[config.mk]
export PLATFORM = sky130hd
export DESIGN_NAME = atc_taskfile
export DESIGN_NICKNAME = d
export VERILOG_FILES = /design/src/verilog/atc_pkg.sv /design/src/verilog/atc_taskfile.sv
export SDC_FILE = /design/constraint.sdc
export NUM_CORES = 1
export LEC_CHECK = 0
export ABC_AREA = 1
export BUFFER_PORTS_ARGS = -buffer_cell sky130_fd_sc_hd__buf_2
export CAP_MARGIN = 25
export CORE_UTILIZATION = 62
export CTS_BUF_LIST = sky130_fd_sc_hd__clkbuf_4 sky130_fd_sc_hd__clkbuf_8
export DETAILED_ROUTE_END_ITERATION = 10
export PLACE_DENSITY = 0.89
export SLEW_MARGIN = 0
export SYNTH_ARGS = -nofsm -noshare
export SYNTH_HDL_FRONTEND = slang
export SYNTH_SLANG_ARGS = --single-unit
[constraint.sdc]
create_clock -name ref_clk -period 2.8 [get_ports ref_clk]
set_clock_uncertainty 0.2 [all_clocks]
set_input_delay 0.14 -clock ref_clk [delete_from_list [all_inputs] [get_ports ref_clk]]
set_output_delay 0.14 -clock ref_clk [all_outputs]
set_load 0.02 [all_outputs]
[src/verilog/atc_pkg.sv]
// Notes on behaviour
// - addressing-mode bit 1 selects block addressing, 0 selects cylinder/head/sector
// - commands run only when drive-select bit matches socket copy drive number
// - reading primary status clears a pending interrupt request
// - reading alternate status returns same bits, interrupt left pending
// - busy set from command write until command processing finishes
// - busy also held during hardware or software reset
// - write-fault bit 5 set when defect substitution fails
// - seek-complete bit 4 reads one, index bit 1 reads zero
// - data-request bit 3 set only once ready to transfer data
// - corrected-data bit 2 set when a correctable flash error occurred
// - error bit 0 set on failure, cause kept in error register
// - error register: bad block 7, uncorrectable 6, id missing 4, abort 2, general 0
// - device stays in reset while software-reset bit 2 is one
// - interrupt-disable bit 1 masks interrupt output when one
// - standard command set accepted, unlisted codes are invalid
// - card-extension commands erase, write without erase accepted
// - vendor command: sub-code in feature register, then command FFh
// - unlock vendor command must precede other vendor commands
// - raw page read returns all 528 bytes of a page
// - low-level format reinitialises substitution data for every sector
// - information-change stores host data as new card or identify information
// - physical-cylinder command sets largest cylinder, default 1000
package atc_pkg;
    // register indices on the 3-bit task-file address
    localparam logic [2:0] ADDR_ERROR    = 3'h1;
    localparam logic [2:0] ADDR_FEATURE  = 3'h1;
    localparam logic [2:0] ADDR_CYL_LO   = 3'h4;
    localparam logic [2:0] ADDR_CYL_HI   = 3'h5;
    localparam logic [2:0] ADDR_DRVHEAD  = 3'h6;
    localparam logic [2:0] ADDR_STATUS   = 3'h7;
    localparam logic [2:0] ADDR_ALTSTAT  = 3'h6;
    // field positions
    localparam int DH_LBA    = 6;
    localparam int DH_DRV    = 4;
    localparam int ST_BUSY   = 7;
    localparam int ST_RDY    = 6;
    localparam int ST_DWF    = 5;
    localparam int ST_DSC    = 4;
    localparam int ST_DRQ    = 3;
    localparam int ST_CORRECTED_DATA_FLAG   = 2;
    localparam int ST_IDX    = 1;
    localparam int ST_ERR    = 0;
    localparam int DC_SOFT_RESET_BIT   = 2;
    localparam int DC_NIEN   = 1;
    localparam int ER_BBK    = 7;
    localparam int ER_UNC    = 6;
    localparam int ER_SECTOR_ID_MISSING_FLAG   = 4;
    localparam int ER_ABORTED_COMMAND_FLAG   = 2;
    localparam int ER_GEN    = 0;
    // reset values
    localparam logic [7:0] DRVHEAD_RST   = 8'ha0;
    localparam logic [7:0] DEVCTL_RST    = 8'h08;
    localparam logic [15:0] CYL_MAX_RST  = 16'h03e8; // 1000 cylinders
    localparam int          RAW_PAGE_BYTES = 528;
    // vendor command and its sub-codes (sub-code values are arbitrary)
    localparam logic [7:0] CMD_VENDOR     = 8'hff;
    localparam logic [7:0] SUB_LLFORMAT   = 8'h01;
    localparam logic [7:0] SUB_CHGINFO    = 8'h02;
    localparam logic [7:0] SUB_PHYSCYL    = 8'h03;
    localparam logic [7:0] SUB_READALL    = 8'h04;
    localparam logic [7:0] SUB_UNLOCK     = 8'h05;

    typedef enum logic [2:0] {
        OP_INVALID, OP_CONTROL, OP_READ, OP_WRITE,
        OP_LLFORMAT, OP_CHGINFO, OP_PHYSCYL, OP_READALL
    } atc_op_t;

    // completion report from the internal engine
    typedef struct packed {
        logic       done;
        logic       fail;
        logic       substFail;
        logic       corrected;
        logic [7:0] errBits;
    } atc_done_t;

    // host register access strobe
    typedef struct packed {
        logic       wr;
        logic       rd;
        logic       ctlBlock;
        logic [2:0] addr;
        logic [7:0] data;
    } atc_host_t;
endpackage

[src/verilog/atc_taskfile.sv]
`timescale 1ns/1ps
module atc_taskfile #(
    parameter logic [15:0] CYL_DEFAULT = atc_pkg::CYL_MAX_RST
) (
    input  wire logic              ref_clk,
    input  wire logic              rst,
    input  wire atc_pkg::atc_host_t hostAcc,
    input  wire logic              sockDrive,
    input  wire atc_pkg::atc_done_t engDone,
    input  wire logic              engXferReady,
    output logic [7:0]             rdData,
    output logic                   intReq,
    output logic                   cmdStart,
    output atc_pkg::atc_op_t       cmdOp,
    output logic                   lbaMode,
    output logic [3:0]             headOrBlockAddrTop,
    output logic [15:0]            cylMax,
    output logic                   softResetActive
);
    typedef enum logic [1:0] {ST_IDLE, ST_EXEC, ST_RESET} atc_state_t;

    atc_state_t       state_r;
    logic [7:0]       driveHead_r;
    logic [7:0]       devCtl_r;
    logic [7:0]       feature_r;
    logic [7:0]       error_r;
    logic [7:0]       rdData_r;
    logic [7:0]       cylLo_r;
    logic [7:0]       cylHi_r;
    logic             busy_r;
    logic             dwf_r;
    logic             drq_r;
    logic             corrected_data_flag_r;
    logic             err_r;
    logic             intPend_r;
    logic             intPend_nxt;
    logic             intReq_r;
    logic             unlocked_r;
    logic             cmdStart_r;
    logic [15:0]      cylMax_r;
    atc_pkg::atc_op_t cmdOp_r;

    // host access decode
    wire wrCmd     = hostAcc.wr & ~hostAcc.ctlBlock & (hostAcc.addr == atc_pkg::ADDR_STATUS);
    wire wrDh      = hostAcc.wr & ~hostAcc.ctlBlock & (hostAcc.addr == atc_pkg::ADDR_DRVHEAD);
    wire wrFeat    = hostAcc.wr & ~hostAcc.ctlBlock & (hostAcc.addr == atc_pkg::ADDR_FEATURE);
    wire wrCylLo   = hostAcc.wr & ~hostAcc.ctlBlock & (hostAcc.addr == atc_pkg::ADDR_CYL_LO);
    wire wrCylHi   = hostAcc.wr & ~hostAcc.ctlBlock & (hostAcc.addr == atc_pkg::ADDR_CYL_HI);
    wire wrDevCtl  = hostAcc.wr &  hostAcc.ctlBlock & (hostAcc.addr == atc_pkg::ADDR_ALTSTAT);
    wire rdStatus  = hostAcc.rd & ~hostAcc.ctlBlock & (hostAcc.addr == atc_pkg::ADDR_STATUS);
    wire rdAlt     = hostAcc.rd &  hostAcc.ctlBlock & (hostAcc.addr == atc_pkg::ADDR_ALTSTAT);
    wire rdErr     = hostAcc.rd & ~hostAcc.ctlBlock & (hostAcc.addr == atc_pkg::ADDR_ERROR);
    wire rdDh      = hostAcc.rd & ~hostAcc.ctlBlock & (hostAcc.addr == atc_pkg::ADDR_DRVHEAD);

    // soft reset held while the control bit stays one; new value takes effect now
    wire srstNow   = wrDevCtl ? hostAcc.data[atc_pkg::DC_SOFT_RESET_BIT] : devCtl_r[atc_pkg::DC_SOFT_RESET_BIT];
    wire driveMatch = (driveHead_r[atc_pkg::DH_DRV] == sockDrive);
    wire cmdAccept  = wrCmd & driveMatch & (state_r == ST_IDLE) & ~srstNow;

    // status image shared by primary and alternate reads
    wire [7:0] statusImg = {busy_r, ~busy_r, dwf_r, 1'b1, drq_r, corrected_data_flag_r, 1'b0, err_r};

    // command decode; vendor codes sit behind the feature sub-code
    atc_pkg::atc_op_t decOp;
    always_comb begin
        case (hostAcc.data)
            8'h20, 8'h21: decOp = atc_pkg::OP_READ;
            8'h22, 8'h23: decOp = atc_pkg::OP_READ;
            8'hc4:        decOp = atc_pkg::OP_READ;
            8'hec:        decOp = atc_pkg::OP_READ;
            8'he4:        decOp = atc_pkg::OP_READ;
            8'h87:        decOp = atc_pkg::OP_READ;
            8'h30, 8'h31: decOp = atc_pkg::OP_WRITE;
            8'h32, 8'h33: decOp = atc_pkg::OP_WRITE;
            8'hc5:        decOp = atc_pkg::OP_WRITE;
            8'he8:        decOp = atc_pkg::OP_WRITE;
            8'h50:        decOp = atc_pkg::OP_WRITE;
            8'h38:        decOp = atc_pkg::OP_WRITE;
            8'hcd:        decOp = atc_pkg::OP_WRITE;
            8'hc0:        decOp = atc_pkg::OP_CONTROL;
            8'h03:        decOp = atc_pkg::OP_CONTROL;
            8'hf5:        decOp = atc_pkg::OP_CONTROL;
            8'h98, 8'he5: decOp = atc_pkg::OP_CONTROL;
            8'h90:        decOp = atc_pkg::OP_CONTROL;
            8'h97, 8'he3: decOp = atc_pkg::OP_CONTROL;
            8'h95, 8'he1: decOp = atc_pkg::OP_CONTROL;
            8'h91:        decOp = atc_pkg::OP_CONTROL;
            8'h40, 8'h41: decOp = atc_pkg::OP_CONTROL;
            8'hef:        decOp = atc_pkg::OP_CONTROL;
            8'hc6:        decOp = atc_pkg::OP_CONTROL;
            8'h99, 8'he6: decOp = atc_pkg::OP_CONTROL;
            8'h96, 8'he2: decOp = atc_pkg::OP_CONTROL;
            8'h94, 8'he0: decOp = atc_pkg::OP_CONTROL;
            atc_pkg::CMD_VENDOR: begin
                if (feature_r == atc_pkg::SUB_UNLOCK)
                    decOp = atc_pkg::OP_CONTROL;
                else if (!unlocked_r)
                    decOp = atc_pkg::OP_INVALID;
                else if (feature_r == atc_pkg::SUB_LLFORMAT)
                    decOp = atc_pkg::OP_LLFORMAT;
                else if (feature_r == atc_pkg::SUB_CHGINFO)
                    decOp = atc_pkg::OP_CHGINFO;
                else if (feature_r == atc_pkg::SUB_PHYSCYL)
                    decOp = atc_pkg::OP_PHYSCYL;
                else if (feature_r == atc_pkg::SUB_READALL)
                    decOp = atc_pkg::OP_READALL;
                else
                    decOp = atc_pkg::OP_INVALID;
            end
            default: begin
                if (hostAcc.data[7:4] == 4'h1 || hostAcc.data[7:4] == 4'h7)
                    decOp = atc_pkg::OP_CONTROL;
                else
                    decOp = atc_pkg::OP_INVALID;
            end
        endcase
    end
    wire isUnlock = (hostAcc.data == atc_pkg::CMD_VENDOR) & (feature_r == atc_pkg::SUB_UNLOCK);
    wire isInvalid = (decOp == atc_pkg::OP_INVALID);

    // read data mux; unmapped reads give zero
    logic [7:0] rdNxt;
    always_comb begin
        if (rdStatus || rdAlt)
            rdNxt = statusImg;
        else if (rdErr)
            rdNxt = error_r;
        else if (rdDh)
            rdNxt = driveHead_r;
        else
            rdNxt = 8'h00;
    end

    // command state machine; reset keeps busy high throughout
    always_ff @(posedge ref_clk) begin
        if (rst) begin
            state_r <= ST_RESET;
        end else if (srstNow) begin
            state_r <= ST_RESET;
        end else begin
            case (state_r)
                ST_RESET: state_r <= ST_IDLE;
                ST_IDLE:  if (cmdAccept && !isInvalid && !isUnlock) state_r <= ST_EXEC;
                ST_EXEC:  if (engDone.done) state_r <= ST_IDLE;
                default:  state_r <= ST_IDLE;
            endcase
        end
    end

    // busy and data request follow the state machine
    always_ff @(posedge ref_clk) begin
        if (rst || srstNow) begin
            busy_r <= 1'b1;
            drq_r  <= 1'b0;
        end else begin
            busy_r <= (cmdAccept && !isInvalid && !isUnlock) ||
                      (state_r == ST_RESET) ||
                      (state_r == ST_EXEC && !engDone.done);
            drq_r  <= (state_r == ST_EXEC) & engXferReady & ~engDone.done;
        end
    end

    // error register: a new command clears it or, if invalid, sets abort; completion loads the cause
    always_ff @(posedge ref_clk) begin
        if (rst || srstNow)
            error_r <= 8'h00;
        else if (cmdAccept)
            error_r <= isInvalid ? (8'h01 << atc_pkg::ER_ABORTED_COMMAND_FLAG) : 8'h00;
        else if (state_r == ST_EXEC && engDone.done)
            error_r <= engDone.errBits & 8'hd5;
    end

    // error status bit tells the host to look at the error register
    always_ff @(posedge ref_clk) begin
        if (rst || srstNow)
            err_r <= 1'b0;
        else if (cmdAccept)
            err_r <= isInvalid;
        else if (state_r == ST_EXEC && engDone.done)
            err_r <= engDone.fail;
    end

    // write fault is sticky: later commands may misbehave, so only a reset clears it
    always_ff @(posedge ref_clk) begin
        if (rst || srstNow)
            dwf_r <= 1'b0;
        else if (state_r == ST_EXEC && engDone.done)
            dwf_r <= dwf_r | engDone.substFail;
    end

    // corrected-data flag reports the last finished command only
    always_ff @(posedge ref_clk) begin
        if (rst || srstNow)
            corrected_data_flag_r <= 1'b0;
        else if (cmdAccept)
            corrected_data_flag_r <= 1'b0;
        else if (state_r == ST_EXEC && engDone.done)
            corrected_data_flag_r <= engDone.corrected;
    end

    // interrupt pending: completion sets it, primary status read clears it
    wire cmdFinish = (state_r == ST_EXEC && engDone.done) || (cmdAccept && (isInvalid || isUnlock));
    always_comb begin
        if (rst || srstNow)
            intPend_nxt = 1'b0;
        else if (cmdFinish)
            intPend_nxt = 1'b1; // set wins over clear
        else if (rdStatus)
            intPend_nxt = 1'b0;
        else
            intPend_nxt = intPend_r;
    end
    always_ff @(posedge ref_clk) begin
        intPend_r <= intPend_nxt;
    end

    // pin registered from next values, so a mask write acts on the same edge
    wire intMaskNew = wrDevCtl ? hostAcc.data[atc_pkg::DC_NIEN] : devCtl_r[atc_pkg::DC_NIEN];
    always_ff @(posedge ref_clk) begin
        if (rst)
            intReq_r <= 1'b0;
        else
            intReq_r <= intPend_nxt & ~intMaskNew;
    end

    // drive/head: addressing mode, drive select, head or top block bits
    always_ff @(posedge ref_clk) begin
        if (rst)
            driveHead_r <= atc_pkg::DRVHEAD_RST;
        else if (wrDh)
            driveHead_r <= hostAcc.data;
    end

    // device control: soft reset and interrupt mask
    always_ff @(posedge ref_clk) begin
        if (rst)
            devCtl_r <= atc_pkg::DEVCTL_RST;
        else if (wrDevCtl)
            devCtl_r <= hostAcc.data;
    end

    // feature byte selects the vendor sub-command
    always_ff @(posedge ref_clk) begin
        if (rst)
            feature_r <= 8'h00;
        else if (wrFeat)
            feature_r <= hostAcc.data;
    end

    // cylinder bytes; here they only feed the cylinder limit command
    always_ff @(posedge ref_clk) begin
        if (rst) begin
            cylLo_r <= 8'h00;
            cylHi_r <= 8'h00;
        end else begin
            if (wrCylLo) cylLo_r <= hostAcc.data;
            if (wrCylHi) cylHi_r <= hostAcc.data;
        end
    end

    // vendor unlock survives soft reset; only a hardware reset locks again
    always_ff @(posedge ref_clk) begin
        if (rst)
            unlocked_r <= 1'b0;
        else if (cmdAccept && isUnlock)
            unlocked_r <= 1'b1;
    end

    // cylinder limit taken from the cylinder bytes as the command is written
    always_ff @(posedge ref_clk) begin
        if (rst)
            cylMax_r <= CYL_DEFAULT;
        else if (cmdAccept && decOp == atc_pkg::OP_PHYSCYL)
            cylMax_r <= {cylHi_r, cylLo_r};
    end

    // read data is valid for the one cycle after the taking edge
    always_ff @(posedge ref_clk) begin
        if (rst)
            rdData_r <= 8'h00;
        else
            rdData_r <= rdNxt;
    end

    // start pulse for the engine; refused and unlock codes never start it
    always_ff @(posedge ref_clk) begin
        if (rst)
            cmdStart_r <= 1'b0;
        else
            cmdStart_r <= cmdAccept & ~isInvalid & ~isUnlock;
    end

    // operation class of the last accepted command
    always_ff @(posedge ref_clk) begin
        if (rst)
            cmdOp_r <= atc_pkg::OP_INVALID;
        else if (cmdAccept)
            cmdOp_r <= decOp;
    end

    assign rdData             = rdData_r;
    assign intReq             = intReq_r;
    assign cmdStart           = cmdStart_r;
    assign cmdOp              = cmdOp_r;
    assign lbaMode            = driveHead_r[atc_pkg::DH_LBA];
    assign headOrBlockAddrTop = driveHead_r[3:0];
    assign cylMax             = cylMax_r;
    assign softResetActive    = devCtl_r[atc_pkg::DC_SOFT_RESET_BIT];
endmodule

# == Yosys cells after proc, flatten, opt, wreduce, memory -nomap -nowiden ==
# Cells that the tools add are included.
# totals
in_bits,30
wordCells,159
regBits,81
output_inout_bits,35
# classes
eq_ne,57
muxes,24
n_reduce_logical,27
bitwise_logic,31
# ops
cell,count
$eq 8x8->1 const B,26
$eq 8x6->1 const B,9
$mux 8,5
$eq 8x2->1 const B,3
$eq 8x7->1 const B,3
$and 1x1->1,23
$mux 3,7
$reduce_or 21->1,1
$eq 8x3->1 const B,2
$eq 3x3->1 const B,5
$pmux 3 s4,1
$reduce_or 9->1,1
$eq 8x1->1 const B,1
$mux 1,8
$reduce_or 8->1,1
$logic_and 1x1->1,7
$logic_or 1x1->1,7
$not 1->1,7
$reduce_or 2->1,3
$eq 4x1->1 const B,1
$eq 4x3->1 const B,1
$mux 2,2
$pmux 2 s2,1
$eq 3x1->1 const B,1
11 further kinds,13

# == Depth between registers and ports, before layout ==
# logic_depth
word_depth,15
ltp_mapped,15
ltp_nobuf,14

# == Least setup slack after synthesis ==
# Ideal clock, no wire load.
# synth_timing
kind,flip-flop to flip-flop
start,register feature_r[4]
end,"register cylMax_r[13], in the netlist cylMax[13]"
t_arrival_ns,1.465
slack_ns,1.071
n_path_buf,1
setup_time_ns,0.064
t_required_ns,2.536
synth_period_minus_slack_ns,1.729
stages_incl_launch_ff,15
cell_sequence,dfxtp_1 > inv_1 > nand2_1 > nor2_1 > nand2_1 > nand2_1 > inv_1 > nand2_1 > nand2_1 > nor2_1 > nand2_1 > nor2_4 > buf_6 > nor2_1 > nor2_1
# synth_via
elab_chain_cells,10
word_cells_on_any_way,14
classes_between,6 x eq/ne; 7 x mux; 1 x reduce/logical
# synth_rtl
item,line,source
"start, declared",atc_taskfile.sv:25,logic [7:0] feature_r;
"start signal, assigned",atc_taskfile.sv:247,feature_r <= hostAcc.data;
$eq 8x3->1,atc_taskfile.sv:105,else if (feature_r == atc_pkg::SUB_READALL)
$mux 3,atc_taskfile.sv:105,
$mux 3,atc_taskfile.sv:103,else if (feature_r == atc_pkg::SUB_PHYSCYL)
$mux 3,atc_taskfile.sv:101,else if (feature_r == atc_pkg::SUB_CHGINFO)
$mux 3,atc_taskfile.sv:99,else if (feature_r == atc_pkg::SUB_LLFORMAT)
$mux 3,atc_taskfile.sv:97,else if (!unlocked_r)
$mux 3 (*),atc_taskfile.sv:95,if (feature_r == atc_pkg::SUB_UNLOCK)
$pmux 3 s4 (*),atc_taskfile.sv:66,case (hostAcc.data)
$eq 3x3->1 (*),atc_taskfile.sv:273,else if (cmdAccept && decOp == atc_pkg::OP_PHYSCYL)
$logic_and 1x1->1 (*),atc_taskfile.sv:273,
"end signal, assigned",atc_taskfile.sv:274,"cylMax_r <= {cylHi_r, cylLo_r};"
"end, declared",atc_taskfile.sv:40,logic [15:0] cylMax_r;
# Mark *: on every way between the ends. The rest lies on a longest branch, timed or not.
# A chain may end at the register's enable or synchronous reset.

# == Final worst setup path ==
# layout_timing
start,input port hostAcc[4] in the netlist's numbering
end,"register cylMax_r[6], in the netlist cylMax[6]"
# layout_via
elab_chain_cells,6
word_cells_on_any_way,49
classes_between,42 x eq/ne; 2 x mux; 5 x reduce/logical
# layout_rtl
item,line,source
"start, declared",atc_taskfile.sv:7,"input wire atc_pkg::atc_host_t hostAcc,"
"parallel branches: the longest is 3 deep, another holds $reduce_or 21->1",--,
$pmux 3 s4 (*),atc_taskfile.sv:66,
$eq 3x3->1 (*),atc_taskfile.sv:273,
$logic_and 1x1->1 (*),atc_taskfile.sv:273,
# Every way passes the cells marked *.

==> impl_metrics.json <==
{
  "setup_slack_ns": 0.2809,
  "area_delta_synth_final_pct": 20.37,
  "final_cell_mix": "nand2_1, nor2_1, dfxtp_1",
  "status": "finished, final reports clean",
  "fmax_mhz": 397.0,
  "cts_max_path_buffers": 2,
  "min_period_ns": 2.519,
  "grt_usage": 0.3433,
  "finalHoldViolations": 0,
  "maxCapViolCount": 0,
  "regArea_sq_um": 1541,
  "multi_input_area_sq_um": 1649,
  "cts.sinks": 77,
  "cp_max_fo": 11,
  "postRouteAntennaNets": 0,
  "yosysWarningCount": 0,
  "floorplan.initialDensity": 0.6426,
  "core_area_sq_um": 5507,
  "insertion_delay_ns": 0.35,
  "slew_violations": 0,
  "wl_per_cell_um": 14.47,
  "crit_path_start_kind": "input pin",
  "dieHeight_um": 77.55,
  "synthDistinctLibCells": 27,
  "critPathCaptureType": "flip-flop",
  "placed_area_sq_um": 3871,
  "synth_top_area_frac": 0.4356,
  "peakVddDrop_mv": 0.3580,
  "power.density_nw_per_um2": 524.1,
  "final_common_cell": "nand2_1",
  "antenna_found_initial": 0,
  "dp_hpwl_um": 6430,
  "cellLeakagePower_nw": 2.044,
  "grt_start_max_net_pins": 50,
  "max_slew_margin": 0.3767,
  "arrival_ns": 2.53,
  "syn_avg_cell_area_sq_um": 6.626,
  "drtIter0Drc": 416,
  "setup_viol": 0,
  "fin_crit_sh": 0.8997,
  "overflow": 0,
  "numCtsBuffers": 9,
  "vias": 3809,
  "design_area_sq_um": 4259,
  "nets": 638,
  "grt_pass1_wl_um": 15990,
  "clkTransAtPathRegs_ns": 0.08,
  "seq_area_frac_synth": 0.4356,
  "die_w_um": 77.55,
  "final_layout_size_suffix_gt1_frac": 0.1631,
  "yosysTopAreaCell": "dfxtp_1",
  "dieArea_sq_um": 6013,
  "wl_um": 9915,
  "insertedDiodeCount": 0,
  "timing_worst_slew_pin_value_ns": 0.9316,
  "synth.net_count": 564,
  "ctsHtreeMaxLevel": 3,
  "drc_errors": 0,
  "hold_slack_ns": 0.03651,
  "ys_ff_latch": 77,
  "gp_congestion": 0.9467,
  "rsz0062_at_grt": "false",
  "grt_pass1_vias": 3525,
  "io_pins": 65,
  "syn_inst": 534,
  "portBuffers": 61,
  "netlist_top_cells_area": "dfxtp_1, nand2_1, nor2_1, inv_1, a21oi_1",
  "cts_tree": "built",
  "tns_ns": 0,
  "hold_path.class": "input pin to flip-flop",
  "std_cell_rows": 27,
  "netlist_area_sq_um": 3538,
  "critical_path_class": "input pin to flip-flop",
  "place_ws_ns": 0.5164,
  "cts_setup_buffers": 0,
  "firstDrtPassIters": 5,
  "avgViaCountPerCell": 5.561,
  "n_fill_cell": 402,
  "root_buffer": "clkbuf_8",
  "critPathRequiredTime_ns": 2.81
}
[worst max-delay path, cell delays in order]
cell	delay, ns
dlygate4sd3_1	0.53
buf_2	0.15
inv_2	0.17
nand2_1	0.07
nor2_1	0.20
nand3_1	0.10
nand2_1	0.08
nor2_1	0.06
nand3_1	0.13
nand2_1	0.13
inv_1	0.33
nand2_1	0.23
nand2_1	0.12
nand3_1	0.09
[sequential cells by signal, summed over array words and instances (netlist names), 3 cells and up]
name,cells
driveHead_r,8
cylMax,16
cylLo_r,8
cmdOp,3
cylHi_r,8
feature_r,8
rdData,8
error_r,5
[Yosys cell counts, drive strengths merged]
cell      n
a21oi    46
nor4      2
a22oi     1
a221oi    3
a21boi    1
nand4     3
o21ai    35
nand3    34
a31oi     1
o211ai    3
buf      12
nand2   141
nor2     95
xor2      1
clkbuf    8
nor3      5
dfxtp    77
inv      66
[through the flow]
stage          power (mW)    util  instances
6_report            2.232  0.7735        685
5_1_grt             2.290  0.7735        685
4_1_cts             2.219  0.7735        685
3_5_place_dp        1.310  0.7030        652
3_3_place_gp        1.304  0.7030        652
2_1_floorplan       1.247       -        534
[cells by family after synthesis]
kind of cell | synth area share
AOI/OAI and AO/OA | 0.1344
buffers and inverters | 0.1018
and+or+nand+nor | 0.3257
xor gates and xnor gates | 0.002476
DFF | 0.4356
[power by group]
group	internal, mW	switching (mW)	total (mW)
Sequential	1.11	0.00863	1.12
Clock	0.512	0.411	0.923
Combinational	0.0648	0.128	0.193
[path summary, 6_finish.rpt]
path                                  start                      end  slack [ns]  cells after the start
setup / recovery                 hostAcc[4]   cylMax[6]$_SDFFE_PP1P_        0.28                     14
hold / removal                   hostAcc[2]  cylLo_r[2]$_SDFFE_PP0P_        0.04                      3
setup reg to reg  feature_r[7]$_SDFFE_PP0P_   cylMax[6]$_SDFFE_PP1P_        0.45                     12
hold reg to reg     cylLo_r[5]$_SDFFE_PP0P_   cylMax[5]$_SDFFE_PP1P_        0.26                      2
[repair_timing]
item / 4_1_cts / 5_1_grt
hold endpoints to repair: 31 / 0
setup endpoints to repair: 0 / 0
gates resized for setup: 0 / 0
hold buffers: 17 / 0
[layout make-up]
| cell class | count | area share |
|---|---|---|
| multi-input combinational | 371 | 0.3872 |
| sequential | 77 | 0.3619 |
| timing repair buffer | 83 | 0.1204 |
| inverter | 66 | 0.05817 |
| clock buffer | 10 | 0.03085 |
| tap | 72 | 0.02115 |
| clock inverter | 6 | 0.02027 |
[per-layer routing]
layer / track usage / part of all wire / vias to the layer above
li1: - / - / 1831
met1: 0.3941 / 0.37 / 1697
met2: 0.5876 / 0.49 / 229
met3: 0.07765 / 0.090 / 52
met4: 0.1906 / 0.046 / 0
met5: 0 / 0 / -
Power figures use the tool's default switching activity.
